`src/inc/status_queue_pkg.sv`:
```
// Constants for the status flag word and the result queue read port.
// Shared by the serial front end and the queue storage.
package status_queue_pkg;
    localparam int QUEUE_DEPTH = 16;
    localparam int QUEUE_AW = 4;
    localparam int WORD_W = 16;
    localparam int CMD_W = 8;
    localparam int FLAG_W = 7;
    localparam logic [7:0] CMD_QUEUE_READ = 8'h80;
    localparam logic [7:0] CMD_STATUS_READ = 8'hf6;
    // Status word bit positions
    localparam int BIT_REBOOT_SEEN = 6;
    localparam int BIT_ARITH_UNIT_ENGAGED = 5;
    localparam int BIT_GAIN_CAL_ACTIVE = 4;
    localparam int BIT_CONVERSION_ACTIVE = 3;
    localparam int BIT_GATE_CALC_ACTIVE = 2;
    localparam int BIT_QUEUE_EMPTY = 1;
    localparam int BIT_QUEUE_OVERFLOW = 0;
    localparam logic [6:0] STATUS_RESET = 7'h06;
    // Queue word layout
    localparam int TAG_MSB = 15;
    localparam int TAG_LSB = 12;
    localparam int VALUE_MSB = 11;
    localparam int CFG_VALUE_MSB = 12;
    localparam logic [3:0] TAG_CORRUPTED = 4'he;
    localparam logic [3:0] TAG_EMPTY = 4'hf;
    localparam logic [2:0] TAG_LOOKUP_TABLE = 3'h6;
    // Serial bit counts
    localparam logic [4:0] BITS_CMD = 5'h08;
    localparam logic [4:0] BITS_FRAME = 5'h18;
endpackage

```
`src/hw/queue_mem.sv`:
```
// Result queue storage: one write port, one read port with registered data.
// Assumes a single clock; read data lags the read address by one edge.
`timescale 1ns/100ps
module queue_mem
    import status_queue_pkg::*;
(
    input wire logic clock,
    input wire logic wr_en,
    input wire logic [QUEUE_AW-1:0] wr_addr,
    input wire logic [WORD_W-1:0] wr_data,
    input wire logic [QUEUE_AW-1:0] rd_addr,
    output logic [WORD_W-1:0] rd_data
);
    logic [WORD_W-1:0] mem [QUEUE_DEPTH];

    always_ff @(posedge clock) begin
        if (wr_en) begin
            mem[wr_addr] <= wr_data;
        end
        rd_data <= mem[rd_addr];
    end
endmodule

```
`src/hw/status_flags_and_result_queue_read.sv`:
```
// Status flag word and result queue, read by the host over a 4-wire serial port.
// Assumes the core delivers busy levels and one-cycle event pulses on this clock.
`timescale 1ns/100ps
module status_flags_and_result_queue_read
    import status_queue_pkg::*;
(
    input wire logic clock,
    input wire logic rstn,
    input wire logic ser_cs_n,
    input wire logic ser_clk,
    input wire logic ser_din,
    output logic ser_dout,
    output logic ser_dout_oe_n,
    input wire logic watchdog_reset_evt,
    input wire logic full_reinit_evt,
    input wire logic queue_flush,
    input wire logic arith_unit_engaged,
    input wire logic gain_cal_active,
    input wire logic conversion_active,
    input wire logic gate_calc_active,
    input wire logic lookup_table_readout,
    input wire logic res_valid,
    input wire logic [3:0] res_tag,
    input wire logic [12:0] res_value,
    input wire logic res_config,
    output logic res_ready,
    output logic [FLAG_W-1:0] status_word
);
    logic [2:0] cs_sync_r, clk_sync_r;
    logic [1:0] din_sync_r;
    logic [4:0] bit_cnt_r;
    logic [CMD_W-1:0] cmd_sh_r;
    logic [WORD_W-1:0] out_sh_r;
    logic [QUEUE_AW-1:0] wr_ptr_r, rd_ptr_r;
    logic [QUEUE_AW:0] count_r;
    logic reboot_seen_r, overflow_r, queue_read_active_r;
    logic [WORD_W-1:0] head_word;

    // Serial pins pass two flip-flops; the third stage only serves edge detection
    always_ff @(posedge clock) begin
        cs_sync_r <= {cs_sync_r[1:0], ser_cs_n};
        clk_sync_r <= {clk_sync_r[1:0], ser_clk};
        din_sync_r <= {din_sync_r[0], ser_din};
    end

    wire selected = !cs_sync_r[1];
    wire sclk_rise = selected && clk_sync_r[1] && !clk_sync_r[2];
    wire sclk_fall = selected && !clk_sync_r[1] && clk_sync_r[2];
    wire [CMD_W-1:0] cmd_next = {cmd_sh_r[CMD_W-2:0], din_sync_r[1]};
    wire cmd_done = sclk_rise && (bit_cnt_r == BITS_CMD - 5'h01);
    wire cmd_queue = cmd_done && (cmd_next == CMD_QUEUE_READ);
    wire cmd_status = cmd_done && (cmd_next == CMD_STATUS_READ);

    wire full = (count_r == (QUEUE_AW+1)'(QUEUE_DEPTH));
    wire empty = (count_r == '0);
    wire pop = cmd_queue && !empty;
    // Table readout refuses writes when full instead of overflowing
    wire accept = res_valid && !queue_flush && !(lookup_table_readout && full);
    wire ovf_evt = accept && full;
    // Overflow during a queue readout overwrites the newest slot, marked suspect
    wire ovf_mark = ovf_evt && queue_read_active_r;
    wire push = accept && !full;
    wire [QUEUE_AW-1:0] last_ptr = wr_ptr_r - QUEUE_AW'(1);

    wire [12:0] value_field = res_config ? res_value : {1'b0, res_value[VALUE_MSB:0]};
    wire [3:0] tag_field = res_config ? {TAG_LOOKUP_TABLE, res_value[CFG_VALUE_MSB]} : res_tag;
    wire [WORD_W-1:0] push_word = ovf_mark ? {TAG_CORRUPTED, value_field[VALUE_MSB:0]}
                                           : {tag_field, value_field[VALUE_MSB:0]};
    wire mem_wr = push || ovf_mark;
    wire [QUEUE_AW-1:0] mem_wr_addr = ovf_mark ? last_ptr : wr_ptr_r;

    wire ovf_bit = lookup_table_readout ? full : overflow_r;
    wire [FLAG_W-1:0] flags_now = {reboot_seen_r, arith_unit_engaged, gain_cal_active,
                                   conversion_active, gate_calc_active, empty, ovf_bit};
    wire [WORD_W-1:0] empty_word = {TAG_EMPTY, {(WORD_W-4-FLAG_W){1'b0}}, flags_now};
    wire [WORD_W-1:0] status_out = {{(WORD_W-FLAG_W){1'b0}}, flags_now};

    queue_mem u_queue_mem (
        .clock(clock),
        .wr_en(mem_wr),
        .wr_addr(mem_wr_addr),
        .wr_data(push_word),
        .rd_addr(rd_ptr_r),
        .rd_data(head_word)
    );

    // Serial command and bit counting
    always_ff @(posedge clock) begin
        if (!rstn || !selected) begin
            bit_cnt_r <= '0;
            cmd_sh_r <= '0;
            queue_read_active_r <= 1'b0;
        end else if (sclk_rise) begin
            if (bit_cnt_r < BITS_CMD) begin
                cmd_sh_r <= cmd_next;
            end
            if (bit_cnt_r != BITS_FRAME) begin
                bit_cnt_r <= bit_cnt_r + 5'h01;
            end
            if (cmd_queue) begin
                queue_read_active_r <= 1'b1;
            end
        end
    end

    // Output word loads at command end and shifts out on falling edges, MSB first
    always_ff @(posedge clock) begin
        if (!rstn) begin
            out_sh_r <= '0;
            ser_dout <= 1'b0;
            ser_dout_oe_n <= 1'b1;
        end else begin
            ser_dout_oe_n <= !(selected && bit_cnt_r >= BITS_CMD);
            if (cmd_queue) begin
                out_sh_r <= empty ? empty_word : head_word;
            end else if (cmd_status) begin
                out_sh_r <= status_out;
            end else if (sclk_fall && bit_cnt_r >= BITS_CMD) begin
                ser_dout <= out_sh_r[WORD_W-1];
                out_sh_r <= {out_sh_r[WORD_W-2:0], 1'b0};
            end
        end
    end

    // Queue pointers; flush discards everything
    always_ff @(posedge clock) begin
        if (!rstn || queue_flush) begin
            wr_ptr_r <= '0;
            rd_ptr_r <= '0;
            count_r <= '0;
        end else begin
            if (push) begin
                wr_ptr_r <= wr_ptr_r + QUEUE_AW'(1);
            end
            if (pop) begin
                rd_ptr_r <= rd_ptr_r + QUEUE_AW'(1);
            end
            count_r <= count_r + (QUEUE_AW+1)'(push) - (QUEUE_AW+1)'(pop);
        end
    end

    // Sticky flags: a set in the same cycle as a read clear wins
    always_ff @(posedge clock) begin
        if (!rstn) begin
            reboot_seen_r <= 1'b0;
            overflow_r <= 1'b0;
        end else begin
            if (watchdog_reset_evt || full_reinit_evt) begin
                reboot_seen_r <= 1'b1;
            end else if (cmd_status) begin
                reboot_seen_r <= 1'b0;
            end
            if (ovf_evt && !lookup_table_readout) begin
                overflow_r <= 1'b1;
            end else if (cmd_status || queue_flush) begin
                overflow_r <= 1'b0;
            end
        end
    end

    always_ff @(posedge clock) begin
        if (!rstn) begin
            res_ready <= 1'b0;
            status_word <= STATUS_RESET;
        end else begin
            res_ready <= !(lookup_table_readout && full);
            status_word <= flags_now;
        end
    end
endmodule

```
`config.mk`:
```
export PLATFORM = sky130hd
export DESIGN_NAME = status_flags_and_result_queue_read
export DESIGN_NICKNAME = d
export VERILOG_FILES = /design/src/inc/status_queue_pkg.sv /design/src/hw/queue_mem.sv /design/src/hw/status_flags_and_result_queue_read.sv
export SDC_FILE = /design/constraint.sdc
export NUM_CORES = 1
export LEC_CHECK = 0
export BUFFER_PORTS_ARGS = -buffer_cell sky130_fd_sc_hd__buf_4
export CORE_UTILIZATION = 50
export DETAILED_ROUTE_END_ITERATION = 10
export GPL_ROUTABILITY_DRIVEN = 0
export PLACE_DENSITY_LB_ADDON = 0.3
export SLEW_MARGIN = 20
export SYNTH_ARGS = -nofsm -noshare
export SYNTH_HDL_FRONTEND = slang
export SYNTH_SLANG_ARGS = --single-unit
```
`constraint.sdc`:
```
create_clock -name clock -period 4.4 [get_ports clock]
set_input_delay 0.66 -clock clock [delete_from_list [all_inputs] [get_ports clock]]
set_output_delay 0.66 -clock clock [all_outputs]
set_load 0.05 [all_outputs]
```
# --- Word-level counts from Yosys, hierarchy flattened ---
# Memory sizes are Yosys's and may differ from the RTL's. A register that Yosys moved wholly into a read port is not among the register bits.
# Index checks and enable logic that the tools add are counted.
# Widths: inputs -> output; s select.
op_classes:
  n_addsub: 6
  n_lt_le_gt_ge: 2
  eq_ne: 5
  muxes: 14
  bitwise_logic: 2
  reduce_logical: 40
op_table:
  columns: ["operator", "count"]
  rows:
  - ["$mux 16", 5]
  - ["$logic_and 1x1->1", 17]
  - ["$eq 8x8->1 const B", 2]
  - ["$logic_not 1->1", 10]
  - ["$add 4x1->4 const B", 2]
  - ["$mux 4", 2]
  - ["$mux 1", 7]
  - ["$reduce_and 2->1", 3]
  - ["$add 5x1->5", 1]
  - ["$add 5x1->5 const B", 1]
  - ["$eq 5x3->1 const B", 1]
  - ["$eq 5x5->1 const B", 1]
  - ["$ge 5x4->1 const B", 1]
  - ["$logic_not 5->1", 1]
  - ["$logic_or 1x1->1", 5]
  - ["$lt 5x4->1 const B", 1]
  - ["$ne 5x5->1 const B", 1]
  - ["$sub 5x1->5", 1]
  - ["$reduce_bool 2->1", 2]
  - ["$sub 4x1->4 const B", 1]
  - ["$reduce_and 3->1", 1]
  - ["$reduce_bool 3->1", 1]
  - ["$not 1->1", 2]
totals:
  register_bits: 61
  mem_bits_rw: 256
  inputBits: 32
  output_inout_bits: 10
  wordCells: 86
  memories: 1
memory_table:
  columns: ["name", "depth", "word_bits", "read_ports", "rd_ports_with_merged_regs", "write_ports", "line", "rtl"]
  rows:
  - ["u_queue_mem.mem", 16, 16, 1, 1, 1, "queue_mem.sv:14", "logic [WORD_W-1:0] mem [QUEUE_DEPTH];"]

# --- Logic depth before layout (Yosys ltp) ---
depth:
  ltp_word: 9
  ltp_mapped: 13
  depth_no_buf: 13

# --- Modules after synthesis ---
# A second synthesis with hierarchy kept.
hier_totals:
  cells_unflattened: 736
  area_unflattened_um2: 12832.3
by_module_without_submodules:
  columns: ["mod", "n_inst", "cells_per_inst", "area_per_inst_um2"]
  rows:
  - ["queue_mem", 1, 432, 10042.1]
  - ["status_flags_and_result_queue_read", 1, 304, 2790.2]

# --- Least setup slack after synthesis ---
# Ideal clock, no wire load.
synth_timing:
  kind: "input to register"
  from: "input lookup_table_readout"
  to: "memory u_queue_mem.mem[0][0] (enable)"
  arrival_time_ps: 2664
  path_slack_ps: 1327
  stages: 5
  path_buffers: 0
  cell_sequence: "nor3b_1 -> and3_1 -> and3_1 -> a31oi_1 -> nor3_1"
synth_between:
  elab_chain_cells: 8
  elab_cells_between_ends: 10
  classes_between: "mux (3); reduce/logical (7)"
synth_rtl:
  columns: ["element", "line", "rtl"]
  rows:
  - ["start, declared", "status_flags_and_result_queue_read.sv:21", "input wire logic lookup_table_readout,"]
  - ["$logic_and 1x1->1 *", "status_flags_and_result_queue_read.sv:58", "wire accept = res_valid && !queue_flush && !(lookup_table_readout && full);"]
  - ["$logic_not 1->1 *", "status_flags_and_result_queue_read.sv:58", null]
  - ["$logic_and 1x1->1 *", "status_flags_and_result_queue_read.sv:58", null]
  - ["$logic_and 1x1->1", "status_flags_and_result_queue_read.sv:59", "wire ovf_evt = accept && full;"]
  - ["$logic_and 1x1->1", "status_flags_and_result_queue_read.sv:61", "wire ovf_mark = ovf_evt && queue_read_active_r;"]
  - ["$logic_or 1x1->1", "status_flags_and_result_queue_read.sv:69", "wire mem_wr = push || ovf_mark;"]
  - ["$mux 1", "queue_mem.sv:17", "if (wr_en) begin"]
  - ["$mux 1 (not written as such)", "queue_mem.sv:18", "mem[wr_addr] <= wr_data;"]
  - ["end, declared", "queue_mem.sv:14", null]
# Mark *: on every way between the ends. The rest lies on a longest branch, timed or not.

# --- Worst setup path after layout ---
layout_timing:
  from: "register count_r[3]"
  to: "register count_r[4]"
layout_between:
  elab_chain_cells: 7
  elab_cells_between_ends: 11
  classes_between: "add/sub (2); eq/ne (1); reduce/logical (8)"
layout_rtl:
  columns: ["element", "line", "rtl"]
  rows:
  - ["start, declared", "status_flags_and_result_queue_read.sv:35", "logic [QUEUE_AW:0] count_r;"]
  - ["start signal, assigned", "status_flags_and_result_queue_read.sv:138", "count_r <= count_r + (QUEUE_AW+1)'(push) - (QUEUE_AW+1)'(pop);"]
  - ["$eq 5x5->1", "status_flags_and_result_queue_read.sv:54", "wire full = (count_r == (QUEUE_AW+1)'(QUEUE_DEPTH));"]
  - ["$logic_and 1x1->1", "status_flags_and_result_queue_read.sv:58", null]
  - ["$logic_not 1->1", "status_flags_and_result_queue_read.sv:58", null]
  - ["$logic_and 1x1->1", "status_flags_and_result_queue_read.sv:58", null]
  - ["$logic_and 1x1->1", "status_flags_and_result_queue_read.sv:62", "wire push = accept && !full;"]
  - ["$add 5x1->5", "status_flags_and_result_queue_read.sv:138", null]
  - ["$sub 5x1->5 *", "status_flags_and_result_queue_read.sv:138", null]
# Marks and branches as above.
# A chain may end at the register's enable or synchronous reset.

==> impl_summary.md <==
CTS
After clock tree synthesis, the repair step resized 0 gates. For this design, the CTS-stage hold fixing added 0 buffers. Clock-pin slew was measured on the worst setup and hold paths at 60 ps. The source-to-sink clock delay at the later pin of the worst-skew pair is 500 ps. CTS saw roughly 330 sinks. The maximum clock path buffer count is 3. The CTS buffer count is 35. Buffers added to address setup during post-CTS repair amount to 0. The H-tree was split into 2 levels. TritonCTS built the clock tree. In this run the clock root is driven by a sky130_fd_sc_hd__clkbuf_16.

Layout
The filler cells instantiated in the layout total between 1,500 and 2,000. The area of all placed cells without fillers is between 0.01 and 0.015 mm². The net count reported at finish is ~820.

The number of diodes is 0. The share of layout cells above drive strength 1 is 0.264. From synthesis to final layout, the design area changed by 14.6%.

Placed design
The worst setup timing slack at the placement stage is between 1000 and 1500 ps. The placed instances occupy a cell area of around 0.014 mm². The detailed-placement wirelength estimate is between 15,000 and 20,000 µm. In this run the tool buffered the top-level ports with between 40 and 50 buffer cells.

Timing
The final total negative setup slack is 0 ps. The count of final hold-check violations is 0. Setup violations remaining at the end of the flow were counted as 0. The final worst slack is approximately 1000 ps. The tightest hold path in the finished design has a slack of approximately 260 ps.

Dividing the final minimum period by the clock period gives 0.772. On the final layout, the worst clock skew is roughly 11 ps. The headroom to the max-slew limit is 0.332. The number of pins exceeding their max-slew limit in the final report was 0. For the pin with the worst max-slew slack, the measured transition is 1000 ps. Based on the critical path, the design can be clocked at up to about 290 MHz. Setup repair after global routing left no endpoint under its margin. For the finished layout, the period the worst path requires is between 3000 and 4000 ps.

Synthesis
The most common flop cell mapped by yosys is sky130_fd_sc_hd__edfxtp_1. The share of the yosys chip area belonging to registers is 0.720. The compound-cell area share of the yosys netlist is 0.0400. The combinational family with the most area after synthesis is multiplexers. In the post-synthesis netlist, the cell with the most instances is sky130_fd_sc_hd__edfxtp_1.

The portion of synthesized area spent on multiplexers is 0.143. Of the total synthesized cell area, the portion taken by full adders, half adders and majority gates is 0.0123. In this run the cell area of the synthesized design comes to 0.0128 mm². The basic-gate share of the synthesized area counting and, or, nand and nor cells is 0.0555.

The number of synthesis warnings is 0. Of the total synthesized cell area, the portion taken by XOR and XNOR cells is 0.0109. The number of nets in the synthesized netlist is approximately 750. Each instance of the synthesized netlist takes up on average about 18 µm². After synthesis the netlist holds a flip-flop and latch count of ~330. Sorting the synthesized cells by area gives the leading types as sky130_fd_sc_hd__edfxtp_1, sky130_fd_sc_hd__mux4_2, sky130_fd_sc_hd__dfxtp_1.

For this run, asynchronously set or reset flops after synthesis account for 0. The count of mapped cells out of synthesis is around 710. The synthesized design contains between 200 and 300 enable-type register cells. The cell type with the highest aggregate area in the netlist is sky130_fd_sc_hd__edfxtp_1. The synthesized netlist contains 55 unique library cells. The fraction of post-synthesis cell area in the top cell type by area is 0.600. By count the netlist is led by sky130_fd_sc_hd__edfxtp_1, sky130_fd_sc_hd__mux4_2, sky130_fd_sc_hd__dfxtp_1.

Critical path
The worst setup path is of the reg -> reg kind. The slowest stage of the critical path belongs to the cell sky130_fd_sc_hd__nor3b_2. The endpoint required time on the critical path is a little under 5000 ps. The cell family contributing the most delay on the critical path is simple AND/OR/NAND/NOR gates.

In this design, the stage delay of the slowest critical-path cell is about 480 ps. Counting both buffers and inverters, the worst setup path holds a total of 3. The worst setup path is launched from a flip-flop. STA puts the critical path data arrival time at roughly 3800 ps.

The kind of end point of the critical path is a flip-flop. The peak fanout along the critical path is 6. The signal on the critical path passes through inv_1 > ha_1 > and4bb_1 > nor3b_2 > inv_1 > ha_1 > inv_1 > ha_1 > fa_1 > a21oi_1 > nor2_1 > or3_1 > a21oi_1.

Global routing
The first global-routing pass estimated between 40,000 and 50,000 µm of wire. The via count of the first global-routing pass is 6,844. Summed over all layers, the global routing overflow is 0.

The global routing usage summed across all routing layers is 0.209. The number of antenna violations at the first check in global routing is 0. Entering global routing, the biggest net connects between 60 and 70 pins.

Floorplanning
The horizontal die dimension is 162 µm. After floorplanning, the core was sized to cover roughly 0.025 mm². The area enclosed by the die boundary is between 0.02 and 0.03 mm². The floorplan has 58 rows. The initial cell density of the core is 0.509. In this run the vertical extent of the chip is 162 µm.

The number of primary I/O pins is 42.

Routing
The routed wire length per instance is roughly 24 µm. The residual DRC count is 0. The detailed router placed 6,719 vias in this run.

In the routed layout, each cell is associated on average with a via count of roughly 6.0. In this run, the number of DRC markers left after iteration 0 of detailed routing was between 700 and 800. The final antenna-violating net count is 0. The final layout contains routed wiring with a total length of between 20,000 and 30,000 µm.

The number of iterations in the first detailed-routing pass is 5.

Power and ir drop
The worst-case vdd ir drop is 0.345 mV. For this design the ratio of total power to cell area is 435 mW/mm². Summed over all cells, the static leakage comes to 4.75 nW.

Run
The total of max-cap violations is 0.

Hold path
In this run the worst hold path is classified as in -> reg.

Run status
The run finished with clean final reports.
==> cells by family after synthesis <==
logic type                 after synthesis
AOI/OAI and AO/OA                       81
muxes                                   83
adders and majority gates               12
xor gates and xnor gates                16
buffers and inverters                   50
DFF                                    333
and+or+nand+nor                        133
==> stage by stage <==
step	utilization	cells	total power, W
detailed placement	0.540	1067	0.00362
global placement	0.540	1067	0.00362
CTS	0.584	1129	0.00644
floorplan	-	708	0.00355
finish	0.584	1129	0.00640
global route	0.584	1129	0.00658
==> layout make-up <==
| type | count | area [µm²] | area share |
|---|---|---|---|
| Clock buffer | 45 | 943 | 0.0642 |
| Clock inverter | 17 | 164 | 0.0112 |
| Inverter | 15 | 56.3 | 0.00383 |
| Multi-Input combinational cell | 325 | 3360 | 0.229 |
| Sequential cell | 333 | 9240 | 0.628 |
| Tap cell | 330 | 413 | 0.0281 |
| Timing Repair Buffer | 64 | 518 | 0.0353 |
==> metal layers <==
metal	vias to the layer above	track usage	wire, µm
li1	2936	-	-
met1	3498	0.279	11200
met2	233	0.353	13300
met3	52	0.0368	1520
met4	0	0.0626	578
met5	-	0	0
==> path summary, 6_finish.rpt <==
path | start | endpoint | slack, ps | depth (start not counted)
max reg2reg | count_r[3] | count_r[4] | 1000 | 13
min reg2reg | din_sync_r[0] | din_sync_r[1] | 330 | 0
max | count_r[3] | count_r[4] | 1000 | 13
min | ser_cs_n | cs_sync_r[0] | 260 | 1
==> power by group <==
part / switching [W] / internal [W] / leakage, nW
sequential: 0.0000128 / 0.00341 / 2.94
clock: 0.00115 / 0.00169 / 0.536
combinational: 0.0000882 / 0.0000507 / 1.28
==> registers in the layout, indices dropped and copies added, names as in the netlist, 3 cells and up <==
name	count
cmd_sh_r	7
wr_ptr_r	4
bit_cnt_r	5
count_r	5
out_sh_r	16
status_word	7
clk_sync_r	3
rd_ptr_r	4
u_queue_mem.rd_data	16
u_queue_mem.mem	256
==> layout by cell type (no fill, tap or decap), drive strengths merged, types with 2 or more instances in the layout <==
cell type  synthesis  layout
a21o               2       2
ha                11      11
o22ai              3       3
and2               5       5
nor4               4       4
and3               6       6
nand3             11      11
nand2b             5       5
edfxtp           256     256
clkbuf            14      45
a21oi             22      22
inv               15      17
o31ai             14      14
o21ai             20      20
nor2b              2       2
nor4b              2       2
nand2             39      39
mux4              80      80
a211oi             2       2
nor3b              3       3
nor3               8       8
clkinvlp           0       3
a31oi              9       9
a21boi             2       2
nor2              34      34
bufinv             0       3
xor2               8       8
or2                2       2
mux2i              3       3
buf               21      64
and4bb             2       2
dfxtp             77      77
or3                3       3
xnor2              8       8
nand4              5       5
clkinv             0       9
==> worst register-to-register path, stage by stage, from the launching register on <==
cell and delay (ps):
sky130_fd_sc_hd__dfxtp_1 360, sky130_fd_sc_hd__inv_1 70, sky130_fd_sc_hd__ha_1 190, sky130_fd_sc_hd__and4bb_1 290
sky130_fd_sc_hd__nor3b_2 480, sky130_fd_sc_hd__inv_1 210, sky130_fd_sc_hd__ha_1 320, sky130_fd_sc_hd__inv_1 40
sky130_fd_sc_hd__ha_1 200, sky130_fd_sc_hd__fa_1 410, sky130_fd_sc_hd__a21oi_1 160, sky130_fd_sc_hd__nor2_1 60
sky130_fd_sc_hd__or3_1 350, sky130_fd_sc_hd__a21oi_1 180
No activity file was read; power rests on OpenSTA's default activity.
